`config.mk`:
```
export PLATFORM = sky130hd
export DESIGN_NAME = drive_fault_classifier
export DESIGN_NICKNAME = d
export VERILOG_FILES = /design/src/core/class_setting_store.v /design/src/core/drive_fault_classifier.v
export VERILOG_INCLUDE_DIRS = /design/src /design/src/core
export SDC_FILE = /design/constraint.sdc
export NUM_CORES = 1
export LEC_CHECK = 0
export ABC_AREA = 1
export BUFFER_PORTS_ARGS = -buffer_cell sky130_fd_sc_hd__buf_2
export CORE_MARGIN = 2
export CORE_UTILIZATION = 35
export CTS_BUF_LIST = sky130_fd_sc_hd__clkbuf_8
export DETAILED_ROUTE_END_ITERATION = 12
export SLEW_MARGIN = 5
export SYNTH_ARGS = -nofsm -noshare
export SYNTH_HDL_FRONTEND = slang
export SYNTH_SLANG_ARGS = --single-unit
```
`constraint.sdc`:
```
create_clock -name mclk -period 4 [get_ports mclk]
set_input_delay 0.8 -clock mclk [delete_from_list [all_inputs] [get_ports mclk]]
set_output_delay 0.8 -clock mclk [all_outputs]
set_load 0.02 [all_outputs]
```
`src/core/fault_class_map.vh`:
```
// constants for the drive fault classifier
`ifndef FAULT_CLASS_MAP_VH
`define FAULT_CLASS_MAP_VH
`define REG_RT_DATA_ERROR_CLASS 16'h190c
`define RT_DATA_ERROR_CLASS_RST 16'h0000
`define RT_CLASS_MAX            16'h0001
`define CODE_OUT_OF_RANGE       16'h1100
`define CODE_NO_INDEX           16'h1101
`define CODE_NO_SUBINDEX        16'h1102
`define CODE_READ_ONLY          16'h1103
`define CODE_NO_AUTH            16'h1104
`define CODE_STAGE_ACTIVE       16'h1106
`define CODE_CHANNEL_BLOCKED    16'h1107
`define RANGE_GENERAL           4'h1
`define RANGE_OVERCURRENT       4'h2
`define RANGE_VOLTAGE           4'h3
`define RANGE_TEMPERATURE       4'h4
`define RANGE_HARDWARE          4'h5
`define RANGE_SOFTWARE          4'h6
`define RANGE_INTERFACE         4'h7
`define RANGE_FIELDBUS          4'h8
`define RANGE_MOTION            4'ha
`define RANGE_COMM              4'hb
`define CLASS_WARN              3'h0
`define CLASS_QUICK_STOP        3'h1
`define CLASS_STOP_DISABLE      3'h2
`define CLASS_DISABLE           3'h3
`define CLASS_POWER_CYCLE       3'h4
`endif

```
`src/core/class_setting_store.v`:
```
// retained storage for the realtime data error class setting
module class_setting_store #(
    parameter WIDTH = 16
) (
    input  wire             mclk,
    input  wire             wr_en,
    input  wire [WIDTH-1:0] wr_data,
    output reg  [WIDTH-1:0] rd_data
);
    // no reset: the value is kept across power cycles by retention
    reg [WIDTH-1:0] mem_reg;
    initial mem_reg = {WIDTH{1'b0}};
    always @(posedge mclk) begin
        if (wr_en) begin
            mem_reg <= wr_data;
        end
        rd_data <= wr_en ? wr_data : mem_reg;
    end
endmodule

```
`src/core/drive_fault_classifier.v`:
```
// drive fault classifier and response selector
// Behaviour
// [RQ1] bad realtime data writes take class 0 or 1 per setting, default 0
// [RQ2] class setting change acts at once and is retained over power cycle
// [RQ3] each detected error raises a message with code and class; code sends one per cycle (monitor, realtime, access) and drops the rest
// [RQ4] leading hex digit of the code gives the error range
// [RQ5] class 0: no state change, motion continues, fault reset clears
// [RQ6] class 1: fast stop transition, fault reset clears
// [RQ7] class 2: fast stop then disable stage at standstill, reset clears
// [RQ8] class 3: disable stage at once without stopping, reset clears
// [RQ9] class 4: disable stage at once, only power cycle clears
// [RQ10] out of range parameter write is rejected with class 0 code
// [RQ11] missing index and missing subindex report separate class 0 codes
// [RQ12] write to read only parameter refused with class 0 code
// [RQ13] expert parameter write needs expert level, else class 0 code
// [RQ14] some commands refused while power stage enabled, class 0 code
// [RQ15] access from a second channel is blocked, class 0 code
// [RQ16] recorded error class exposed as 16 bit value 0 to 4
// [RQ17] highest pending class latched until its clearing action
`include "fault_class_map.vh"
module drive_fault_classifier (
    input  wire        mclk,
    input  wire        sys_rst,
    input  wire        power_on_rst,
    input  wire        mon_err_valid,
    input  wire [15:0] mon_err_code,
    input  wire [2:0]  mon_err_class,
    input  wire        rt_data_bad,
    input  wire        acc_valid,
    input  wire        acc_write,
    input  wire [1:0]  acc_channel,
    input  wire [15:0] acc_addr,
    input  wire [15:0] acc_wdata,
    input  wire        acc_index_ok,
    input  wire        acc_subindex_ok,
    input  wire        acc_read_only,
    input  wire        acc_expert,
    input  wire        acc_in_range,
    input  wire        acc_needs_stage_off,
    input  wire        acc_release,
    input  wire        expert_level,
    input  wire        fault_reset,
    input  wire        motor_standstill,
    output reg         acc_done,
    output reg         acc_error,
    output reg  [15:0] acc_rdata,
    output reg         err_msg_valid,
    output reg  [15:0] err_msg_code,
    output reg  [15:0] err_msg_class,
    output reg  [3:0]  err_msg_range,
    output reg  [15:0] recorded_error_class,
    output reg         fault_active,
    output reg         transition_to_fast_stop,
    output reg         transition_to_fault_reaction,
    output reg         transition_to_fault_state,
    output reg         fast_stop_req,
    output reg         stage_disable,
    output reg         stage_enabled
);
    // response state
    localparam ST_RUN       = 3'h0;
    localparam ST_FAST_STOP = 3'h1;
    localparam ST_REACT     = 3'h2;
    localparam ST_FAULT     = 3'h3;

    reg  [2:0]  state_reg;
    reg  [2:0]  latched_class_reg;
    reg         pending_reg;
    reg  [1:0]  owner_reg;
    reg         owned_reg;
    wire [15:0] rt_class_sel;
    wire        setting_wr;
    reg  [15:0] acc_code;
    reg         acc_bad;
    reg  [15:0] ev_code;
    reg  [2:0]  ev_class;
    reg         ev_valid;

    function [2:0] max_class;
        input [2:0] a;
        input [2:0] b;
        begin
            max_class = (a > b) ? a : b;
        end
    endfunction

    // response state entered from run for one event
    function [2:0] react_state;
        input       valid;
        input [2:0] cls;
        begin
            if (!valid) begin
                react_state = ST_RUN;
            end else if (cls == `CLASS_QUICK_STOP) begin
                react_state = ST_FAST_STOP; // [RQ6]
            end else if (cls == `CLASS_STOP_DISABLE) begin
                react_state = ST_REACT; // [RQ7]
            end else if (cls >= `CLASS_DISABLE) begin
                react_state = ST_FAULT; // [RQ8] [RQ9]
            end else begin
                react_state = ST_RUN; // [RQ5]
            end
        end
    endfunction

    // write of the class setting, accepted only when access is clean
    assign setting_wr = acc_valid && acc_write && !acc_bad &&
                        acc_addr == `REG_RT_DATA_ERROR_CLASS;

    class_setting_store #(
        .WIDTH(16)
    ) u_store (
        .mclk    (mclk),
        .wr_en   (setting_wr),
        .wr_data (acc_wdata),
        .rd_data (rt_class_sel)
    );

    // access checks in priority order
    always @* begin
        acc_bad  = 1'b1;
        acc_code = 16'h0000;
        if (owned_reg && acc_channel != owner_reg) begin
            acc_code = `CODE_CHANNEL_BLOCKED; // [RQ15]
        end else if (!acc_index_ok) begin
            acc_code = `CODE_NO_INDEX; // [RQ11]
        end else if (!acc_subindex_ok) begin
            acc_code = `CODE_NO_SUBINDEX; // [RQ11]
        end else if (acc_write && acc_read_only) begin
            acc_code = `CODE_READ_ONLY; // [RQ12]
        end else if (acc_write && acc_expert && !expert_level) begin
            acc_code = `CODE_NO_AUTH; // [RQ13]
        end else if (acc_needs_stage_off && stage_enabled) begin
            acc_code = `CODE_STAGE_ACTIVE; // [RQ14]
        end else if (acc_write && (!acc_in_range ||
                     (acc_addr == `REG_RT_DATA_ERROR_CLASS &&
                      acc_wdata > `RT_CLASS_MAX))) begin
            acc_code = `CODE_OUT_OF_RANGE; // [RQ10]
        end else begin
            acc_bad = 1'b0;
        end
    end

    // event selection: monitor first, then realtime data, then access
    always @* begin
        ev_valid = 1'b1;
        ev_code  = mon_err_code;
        ev_class = mon_err_class;
        if (mon_err_valid) begin
            ev_code  = mon_err_code; // [RQ3]
            ev_class = mon_err_class;
        end else if (rt_data_bad) begin
            ev_code  = `CODE_OUT_OF_RANGE;
            ev_class = (rt_class_sel[0]) ? `CLASS_QUICK_STOP
                                         : `CLASS_WARN; // [RQ1] [RQ2]
        end else if (acc_valid && acc_bad) begin
            ev_code  = acc_code;
            ev_class = `CLASS_WARN;
        end else begin
            ev_valid = 1'b0;
        end
    end

    always @(posedge mclk) begin
        if (sys_rst) begin
            acc_done      <= 1'b0;
            acc_error     <= 1'b0;
            acc_rdata     <= 16'h0000;
            err_msg_valid <= 1'b0;
            err_msg_code  <= 16'h0000;
            err_msg_class <= 16'h0000;
            err_msg_range <= 4'h0;
            owner_reg     <= 2'h0;
            owned_reg     <= 1'b0;
        end else begin
            acc_done  <= acc_valid;
            acc_error <= acc_valid && acc_bad;
            if (acc_valid && !acc_bad && !acc_write) begin
                acc_rdata <= (acc_addr == `REG_RT_DATA_ERROR_CLASS) ?
                             rt_class_sel : {13'h0000, latched_class_reg};
            end
            if (acc_release && owned_reg && acc_channel == owner_reg) begin
                owned_reg <= 1'b0;
            end else if (acc_valid && !owned_reg) begin
                owned_reg <= 1'b1; // [RQ15]
                owner_reg <= acc_channel;
            end
            err_msg_valid <= ev_valid; // [RQ3]
            if (ev_valid) begin
                err_msg_code  <= ev_code;
                err_msg_class <= {13'h0000, ev_class};
                err_msg_range <= ev_code[15:12]; // [RQ4]
            end
        end
    end

    // latched class and response sequence
    always @(posedge mclk) begin
        if (sys_rst) begin
            state_reg         <= ST_RUN;
            latched_class_reg <= `CLASS_WARN;
            pending_reg       <= 1'b0;
        end else begin
            if (power_on_rst ||
                (fault_reset && latched_class_reg != `CLASS_POWER_CYCLE)) begin
                pending_reg       <= ev_valid; // [RQ5] [RQ9] [RQ17]
                latched_class_reg <= ev_valid ? ev_class : `CLASS_WARN;
                // an event in the clearing cycle still takes effect
                state_reg         <= react_state(ev_valid, ev_class);
            end else begin
                if (ev_valid) begin
                    pending_reg       <= 1'b1;
                    latched_class_reg <= pending_reg ?
                        max_class(latched_class_reg, ev_class) :
                        ev_class; // [RQ17]
                end
                case (state_reg)
                    ST_RUN: begin
                        state_reg <= react_state(ev_valid, ev_class);
                    end
                    ST_FAST_STOP: begin
                        if (ev_valid && ev_class == `CLASS_STOP_DISABLE)
                            state_reg <= ST_REACT;
                        else if (ev_valid && ev_class >= `CLASS_DISABLE)
                            state_reg <= ST_FAULT;
                    end
                    ST_REACT: begin
                        if (motor_standstill ||
                            (ev_valid && ev_class >= `CLASS_DISABLE))
                            state_reg <= ST_FAULT; // [RQ7]
                    end
                    ST_FAULT: begin
                        state_reg <= ST_FAULT;
                    end
                    default: begin
                        state_reg <= ST_RUN;
                    end
                endcase
            end
        end
    end

    // registered response outputs
    always @(posedge mclk) begin
        if (sys_rst) begin
            recorded_error_class         <= 16'h0000;
            fault_active                 <= 1'b0;
            transition_to_fast_stop      <= 1'b0;
            transition_to_fault_reaction <= 1'b0;
            transition_to_fault_state    <= 1'b0;
            fast_stop_req                <= 1'b0;
            stage_disable                <= 1'b0;
            stage_enabled                <= 1'b0;
        end else begin
            recorded_error_class <= {13'h0000, latched_class_reg}; // [RQ16]
            fault_active <= pending_reg;
            transition_to_fast_stop <= state_reg == ST_FAST_STOP; // [RQ6]
            transition_to_fault_reaction <= state_reg == ST_REACT ||
                                            state_reg == ST_FAULT;
            transition_to_fault_state <= state_reg == ST_FAULT;
            fast_stop_req <= state_reg == ST_FAST_STOP ||
                             state_reg == ST_REACT; // [RQ7]
            stage_disable <= state_reg == ST_FAULT; // [RQ8]
            stage_enabled <= state_reg != ST_FAULT;
        end
    end
endmodule

```
# --- After elaboration in Yosys (flattened, before gate mapping) ---
# Cells that the tools add are included.
word_totals:
  n_memories: 0
  rom_bits: 0
  latch_bits: 0
  regBits: 90
  word_cells: 114
  ram_bits: 0
  out_inout_bits: 78
classes:
  muxes: 41
  mul: 0
  addsub: 0
  n_eq_ne: 13
  n_reduce_logical: 35
  magnitude_cmp: 3
  shifts: 0
  bitwise_logic: 1
  div: 0
op_table:
  columns: ["cell", "count"]
  rows:
  - ["$mux W13", 7]
  - ["$mux W16", 4]
  - ["$mux W3", 12]
  - ["$logic_and A1 B1 Y1", 19]
  - ["$eq A16 B13 Y1 const B", 1]
  - ["$gt A16 B1 Y1 const B", 1]
  - ["$mux W1", 13]
  - ["$pmux W3 S4", 1]
  - ["$eq A3 B2 Y1 const B", 3]
  - ["$ne A3 B3 Y1 const B", 3]
  - ["$mux W2", 4]
  - ["$eq A3 B1 Y1 const B", 2]
  - ["$reduce_and A2 Y1", 3]
  - ["$logic_not A1 Y1", 5]
  - ["$logic_or A1 B1 Y1", 5]
  - ["$ne A4 B4 Y1 const B", 1]
  - ["$ge A3 B2 Y1 const B", 1]
  - ["$gt A3 B3 Y1", 1]
  - ["$logic_not A3 Y1", 1]
  - ["$ne A3 B2 Y1 const B", 1]
  - ["$eq A2 B2 Y1", 1]
  - ["$ne A2 B2 Y1", 1]
  - ["$reduce_bool A2 Y1", 1]
  - ["$reduce_or A2 Y1", 1]
  - ["$not A1 Y1", 1]

# --- Depth between registers and ports, before layout ---
depth:
  ltp_word: 22
  depth_mapped: 20
  depth_no_buf: 20

# --- Cells and area by module ---
# From an unflattened synthesis, not the netlist that was laid out.
unflattened:
  hier_cells: 398
  hier_area_um2: 3210.6
by_module_without_submodules:
  columns: ["module", "seq_area_each_um2", "area_each_um2", "cells_per_inst", "n_inst"]
  rows:
  - ["drive_fault_classifier", 1121.1, 2730.1, 382, 1]
  - ["class_setting_store", 480.5, 480.5, 16, 1]

# --- Least setup slack after synthesis ---
# OpenSTA, ideal clock, no wires.
synth_timing:
  path_kind: "input port to flip-flop"
  startpoint: "input acc_addr[9]"
  endpoint: "register latched_class_reg[1]"
  path_slack_ns: 1.183
  path_stages: 20
  arrival_ns: 2.704
  cell_sequence: "inv_1 -> nand2_1 -> nor2_1 -> nand2_1 -> nor2_4 -> nand3_2 -> nand2_2 -> nand2_4 -> nand2_2 -> nand2_2 -> nand2_1 -> nand2_1 -> ha_1 -> nand3_1 -> inv_1 -> nor3_2 -> o21bai_2 -> o21ai_0 -> o21ai_1 -> inv_1"
synth_between:
  elab_cells_between_ends: 27
synth_rtl:
  columns: ["item", "line", "source"]
  rows:
  - ["start, declared", "drive_fault_classifier.v:32", "input wire [15:0] acc_addr,"]
  - ["$eq A16 B13 Y1 (no line)", null, null]
  - ["$logic_and A1 B1 Y1 (no line)", null, null]
  - ["$logic_or A1 B1 Y1", "drive_fault_classifier.v:135", "end else if (acc_write && (!acc_in_range ||"]
  - ["$logic_and A1 B1 Y1", "drive_fault_classifier.v:135", null]
  - ["$mux W1", "drive_fault_classifier.v:135", null]
  - ["$mux W1", "drive_fault_classifier.v:133", "end else if (acc_needs_stage_off && stage_enabled) begin"]
  - ["$mux W1", "drive_fault_classifier.v:131", "end else if (acc_write && acc_expert && !expert_level) begin"]
  - ["$mux W1", "drive_fault_classifier.v:129", "end else if (acc_write && acc_read_only) begin"]
  - ["(+3 left out)", null, null]
  - ["$logic_and A1 B1 Y1", "drive_fault_classifier.v:156", "end else if (acc_valid && acc_bad) begin"]
  - ["$mux W3", "drive_fault_classifier.v:156", null]
  - ["$mux W3", "drive_fault_classifier.v:152", "end else if (rt_data_bad) begin"]
  - ["$mux W3", "drive_fault_classifier.v:149", "if (mon_err_valid) begin"]
  - ["via ev_class[0]", "drive_fault_classifier.v:76", "reg [2:0] ev_class;"]
  - ["$gt A3 B3 Y1", "drive_fault_classifier.v:83", "max_class = (a > b) ? a : b;"]
  - ["$ne A3 B3 Y1 (no line)", null, null]
  - ["$reduce_and A2 Y1 (no line)", null, null]
  - ["end signal, assigned", "drive_fault_classifier.v:201", "latched_class_reg <= `CLASS_WARN;"]
  - ["end signal, assigned", "drive_fault_classifier.v:207", "latched_class_reg <= ev_valid ? ev_class : `CLASS_WARN;"]
  - ["end signal, assigned", "drive_fault_classifier.v:213", "latched_class_reg <= pending_reg ?"]
  - ["end, declared", "drive_fault_classifier.v:67", "reg [2:0] latched_class_reg;"]
# The timed path passes the listed nets, and every way through them passes these cells. The select of a mux whose other input is x is not followed.
# A chain may end at the register's enable or synchronous reset.

# --- Worst setup path after layout ---
layout_timing:
  startpoint: "input acc_write"
  endpoint: "register latched_class_reg[1]"
layout_between:
  elab_chain_cells: 16
  elab_cells_between_ends: 27
layout_rtl:
  columns: ["item", "line", "source"]
  rows:
  - ["start, declared", "drive_fault_classifier.v:30", "input wire acc_write,"]
  - ["$logic_and A1 B1 Y1", "drive_fault_classifier.v:135", null]
  - ["$mux W1", "drive_fault_classifier.v:135", null]
  - ["$mux W1", "drive_fault_classifier.v:133", null]
  - ["$mux W1", "drive_fault_classifier.v:131", null]
  - ["$mux W1 (*)", "drive_fault_classifier.v:129", null]
  - ["$mux W1 (*)", "drive_fault_classifier.v:127", "end else if (!acc_subindex_ok) begin"]
  - ["$mux W1 (*)", "drive_fault_classifier.v:125", "end else if (!acc_index_ok) begin"]
  - ["$mux W1 (*)", "drive_fault_classifier.v:123", "if (owned_reg && acc_channel != owner_reg) begin"]
  - ["$logic_and A1 B1 Y1 (*)", "drive_fault_classifier.v:156", null]
  - ["branches (longest 7 deep; another with $gt A3 B3 Y1)", null, null]
# Every way passes the cells marked *. The select of a mux whose other input is x is not followed.

==> results.toml <==
[cells_and_area]
final_cell_mix = "buf_2, nand2_1, dfxtp_1"
layout_commonest_cell = "buf_2"
fillCellCount = 975
largestRegisters = "acc_rdata: 16 flops, err_msg_code: 16 flops, u_store.rd_data: 16 flops"
layout-drive-gt1-share = 0.303
final_cell_area_um2 = 4120
area_delta_synth_final_pct = 22.9
nNetsFinal = 607
antennaDiodeCount = 0

[power]
leakage_uw = 0.00206
power_density_nw_per_um2 = 385
p_sw_frac = 0.275
p_int_uw = 1150
max-vdd-ir-drop_v = 0.000205
p_clk_frac = 0.351
p_comb_frac = 0.153
p_seq_frac = 0.496
switching_power_uw = 436

[worst_setup_path]
reg2reg_slack_ns = 1.46
end_kind = "flop"
worstReg2RegStart = "owner_reg[0]"
path_class = "primary input to flop"
reg2reg_to = "latched_class_reg[1]"
startpoint_type = "primary input"
cp.required_ns = 4.23
r2r.worst_path.cells = 19
cp_max_fo = 6
arrival_ns = 3.02

[logic_synthesis]
synth_area_leader_cell = "dfxtp_1"
ys_ff_latch = 72
syn_avg_cell_area_um2 = 8.12
seq_area_frac_synth = 0.478
synthDistinctLibCells = 34
synth_cells = 413
synthTopCellsByArea = "dfxtp_1, edfxtp_1, nand2_1"
netlist_area_um2 = 3350
yosysWarnings = 0
synth_top_area_frac = 0.334

[floorplanning]
rows = 35
io_pins = 148
core_area_um2 = 9280
chipWidth_um = 102
fp.dieArea_um2 = 10400
start_util = 0.361
die_h_um = 102

[clock_network]
clock_latency_ns = 0.34
clk_pin_slew_ns = 0.07
cts_buffer_depth = 2
cts.repair.resized = 0
cts_tree = "done"
cts_buffers = 9
cts_setup_buffers = 0
clock-root-buffer = "clkbuf_8"
cts_htree_levels = 3
cts.sinks = 72
cts-hold-fix-buffers = 0

[timing]
rsz0062_at_grt = "no"
period_share = 0.697
fin_crit_ns = 2.79
fin_tns_setup_ns = 0
slew_headroom = 0.589
final_hold_viol_count = 0
fmax_mhz = 359
skew_ns = 0.00970
slew_violations = 0
setup_slack_ns = 1.21
worstMarginPinSlew_ns = 0.616
finalSetupViolations = 0

[hold_path]
min_from = "pending_reg"
holdPathStages = 2
min_path_type = "flop to flop"
holdPathEnd = "fault_active"

[detailed_routing]
drc = 0
via_count = 2872
drt_pass1_iterations = 4
avgViaCountPerCell = 4.33
ant_nets = 0
routed_wl_um = 7710
wire_per_inst_um = 11.6
drt_iter0_drc = 93

[placed_design]
place_area_um2 = 3930
gp_congestion = 0.792
dp_hpwl_um = 5830
place_ws_ns = 0.874
io_buffers = 121

[grt]
grt_first_pass_wirelength_um = 11900
grt_overflow = 0
grt_pass1_vias = 2622
grt_max_degree = 43
antenna_found_initial = 0
grt_use_total = 0.147

[run_status]
outcome = "finished, final reports clean"

[flow_run]
max-cap-violations = 0
-- per-stage QoR --
stage | std cells | power, µW | hold WS (ns) | util
final | 663 | 1590 | 0.432 | 0.444
after global routing | 663 | 1660 | 0.464 | 0.444
after CTS | 663 | 1600 | 0.434 | 0.444
after detailed placement | 647 | 1050 | 0.423 | 0.423
after global placement | 647 | 1040 | 0.422 | 0.423
after floorplan | 438 | 983 | 0.410 | -
-- layer usage --
layer / track usage / vias up / wire length, µm
met4: 0.0472 / 0 / 114
met5: 0 / - / 0
met1: 0.179 / 1278 / 3280
met3: 0.0369 / 8 / 414
met2: 0.256 / 90 / 3910
li1: - / 1496 / -
-- worst max path at each step --
stage	slack (ns)	endpoint	cells past startpoint	from
2_1_floorplan	1.18	latched_class_reg[1]	20	acc_addr[9]
3_3_place_gp	0.98	latched_class_reg[1]	19	acc_write
3_5_place_dp	0.87	latched_class_reg[1]	20	acc_write
4_1_cts	1.22	latched_class_reg[1]	20	acc_write
5_1_grt	0.93	latched_class_reg[1]	20	acc_write
6_report	1.21	latched_class_reg[1]	20	acc_write
-- worst max-delay path, cell delays in order --
cell      delay [ns]
buf_2           0.15
nand2_1         0.07
nand2_1         0.06
nor2_2          0.09
nand3_1         0.08
nor2_1          0.14
nand2_2         0.11
nand2_4         0.10
nand2_2         0.05
nand2_2         0.08
nand2_2         0.08
ha_1            0.32
nand2_1         0.06
nor2_1          0.10
a211oi_1        0.07
nor3_2          0.21
o21bai_2        0.18
o21ai_0         0.11
o21ai_1         0.09
inv_1           0.05
-- cell families after synthesis --
| family | Yosys count | share of synthesized area |
|---|---|---|
| other cells | 1 | 0.00112 |
| simple gates | 167 | 0.229 |
| buf+inv | 98 | 0.152 |
| fa+ha+maj | 8 | 0.0299 |
| compound gates | 66 | 0.108 |
| flops | 72 | 0.478 |
| xor+xnor | 1 | 0.00261 |
-- synth_stat cells (all sizes together) --
| cell | count |
|---|---|
| a211oi | 1 |
| a21oi | 35 |
| a31oi | 5 |
| buf | 34 |
| clkbuf | 9 |
| conb | 1 |
| dfxtp | 56 |
| edfxtp | 16 |
| ha | 8 |
| inv | 55 |
| nand2 | 81 |
| nand3 | 15 |
| nand4 | 3 |
| nor2 | 53 |
| nor3 | 14 |
| o211ai | 1 |
| o21ai | 20 |
| o21bai | 1 |
| o221ai | 2 |
| o31ai | 1 |
| or2 | 1 |
| xnor2 | 1 |
-- cell type report --
class | count | area (µm²) | area share
clock buffer | 10 | 138 | 0.0334
clock inverter | 6 | 50.0 | 0.0122
inverter | 55 | 211 | 0.0513
multi-input combinational | 268 | 1340 | 0.324
sequential | 72 | 1600 | 0.389
tap | 129 | 161 | 0.0392
timing repair buffer | 123 | 621 | 0.151
-- power groups by stage --
stage	sequential, µW	combinational (µW)	clock, µW
after floorplan	828	155	0
after global placement	802	240	0
after detailed placement	803	244	0
after CTS	787	245	569
after global routing	790	274	600
final	786	244	557
No activity file was read; power rests on OpenSTA's default activity.
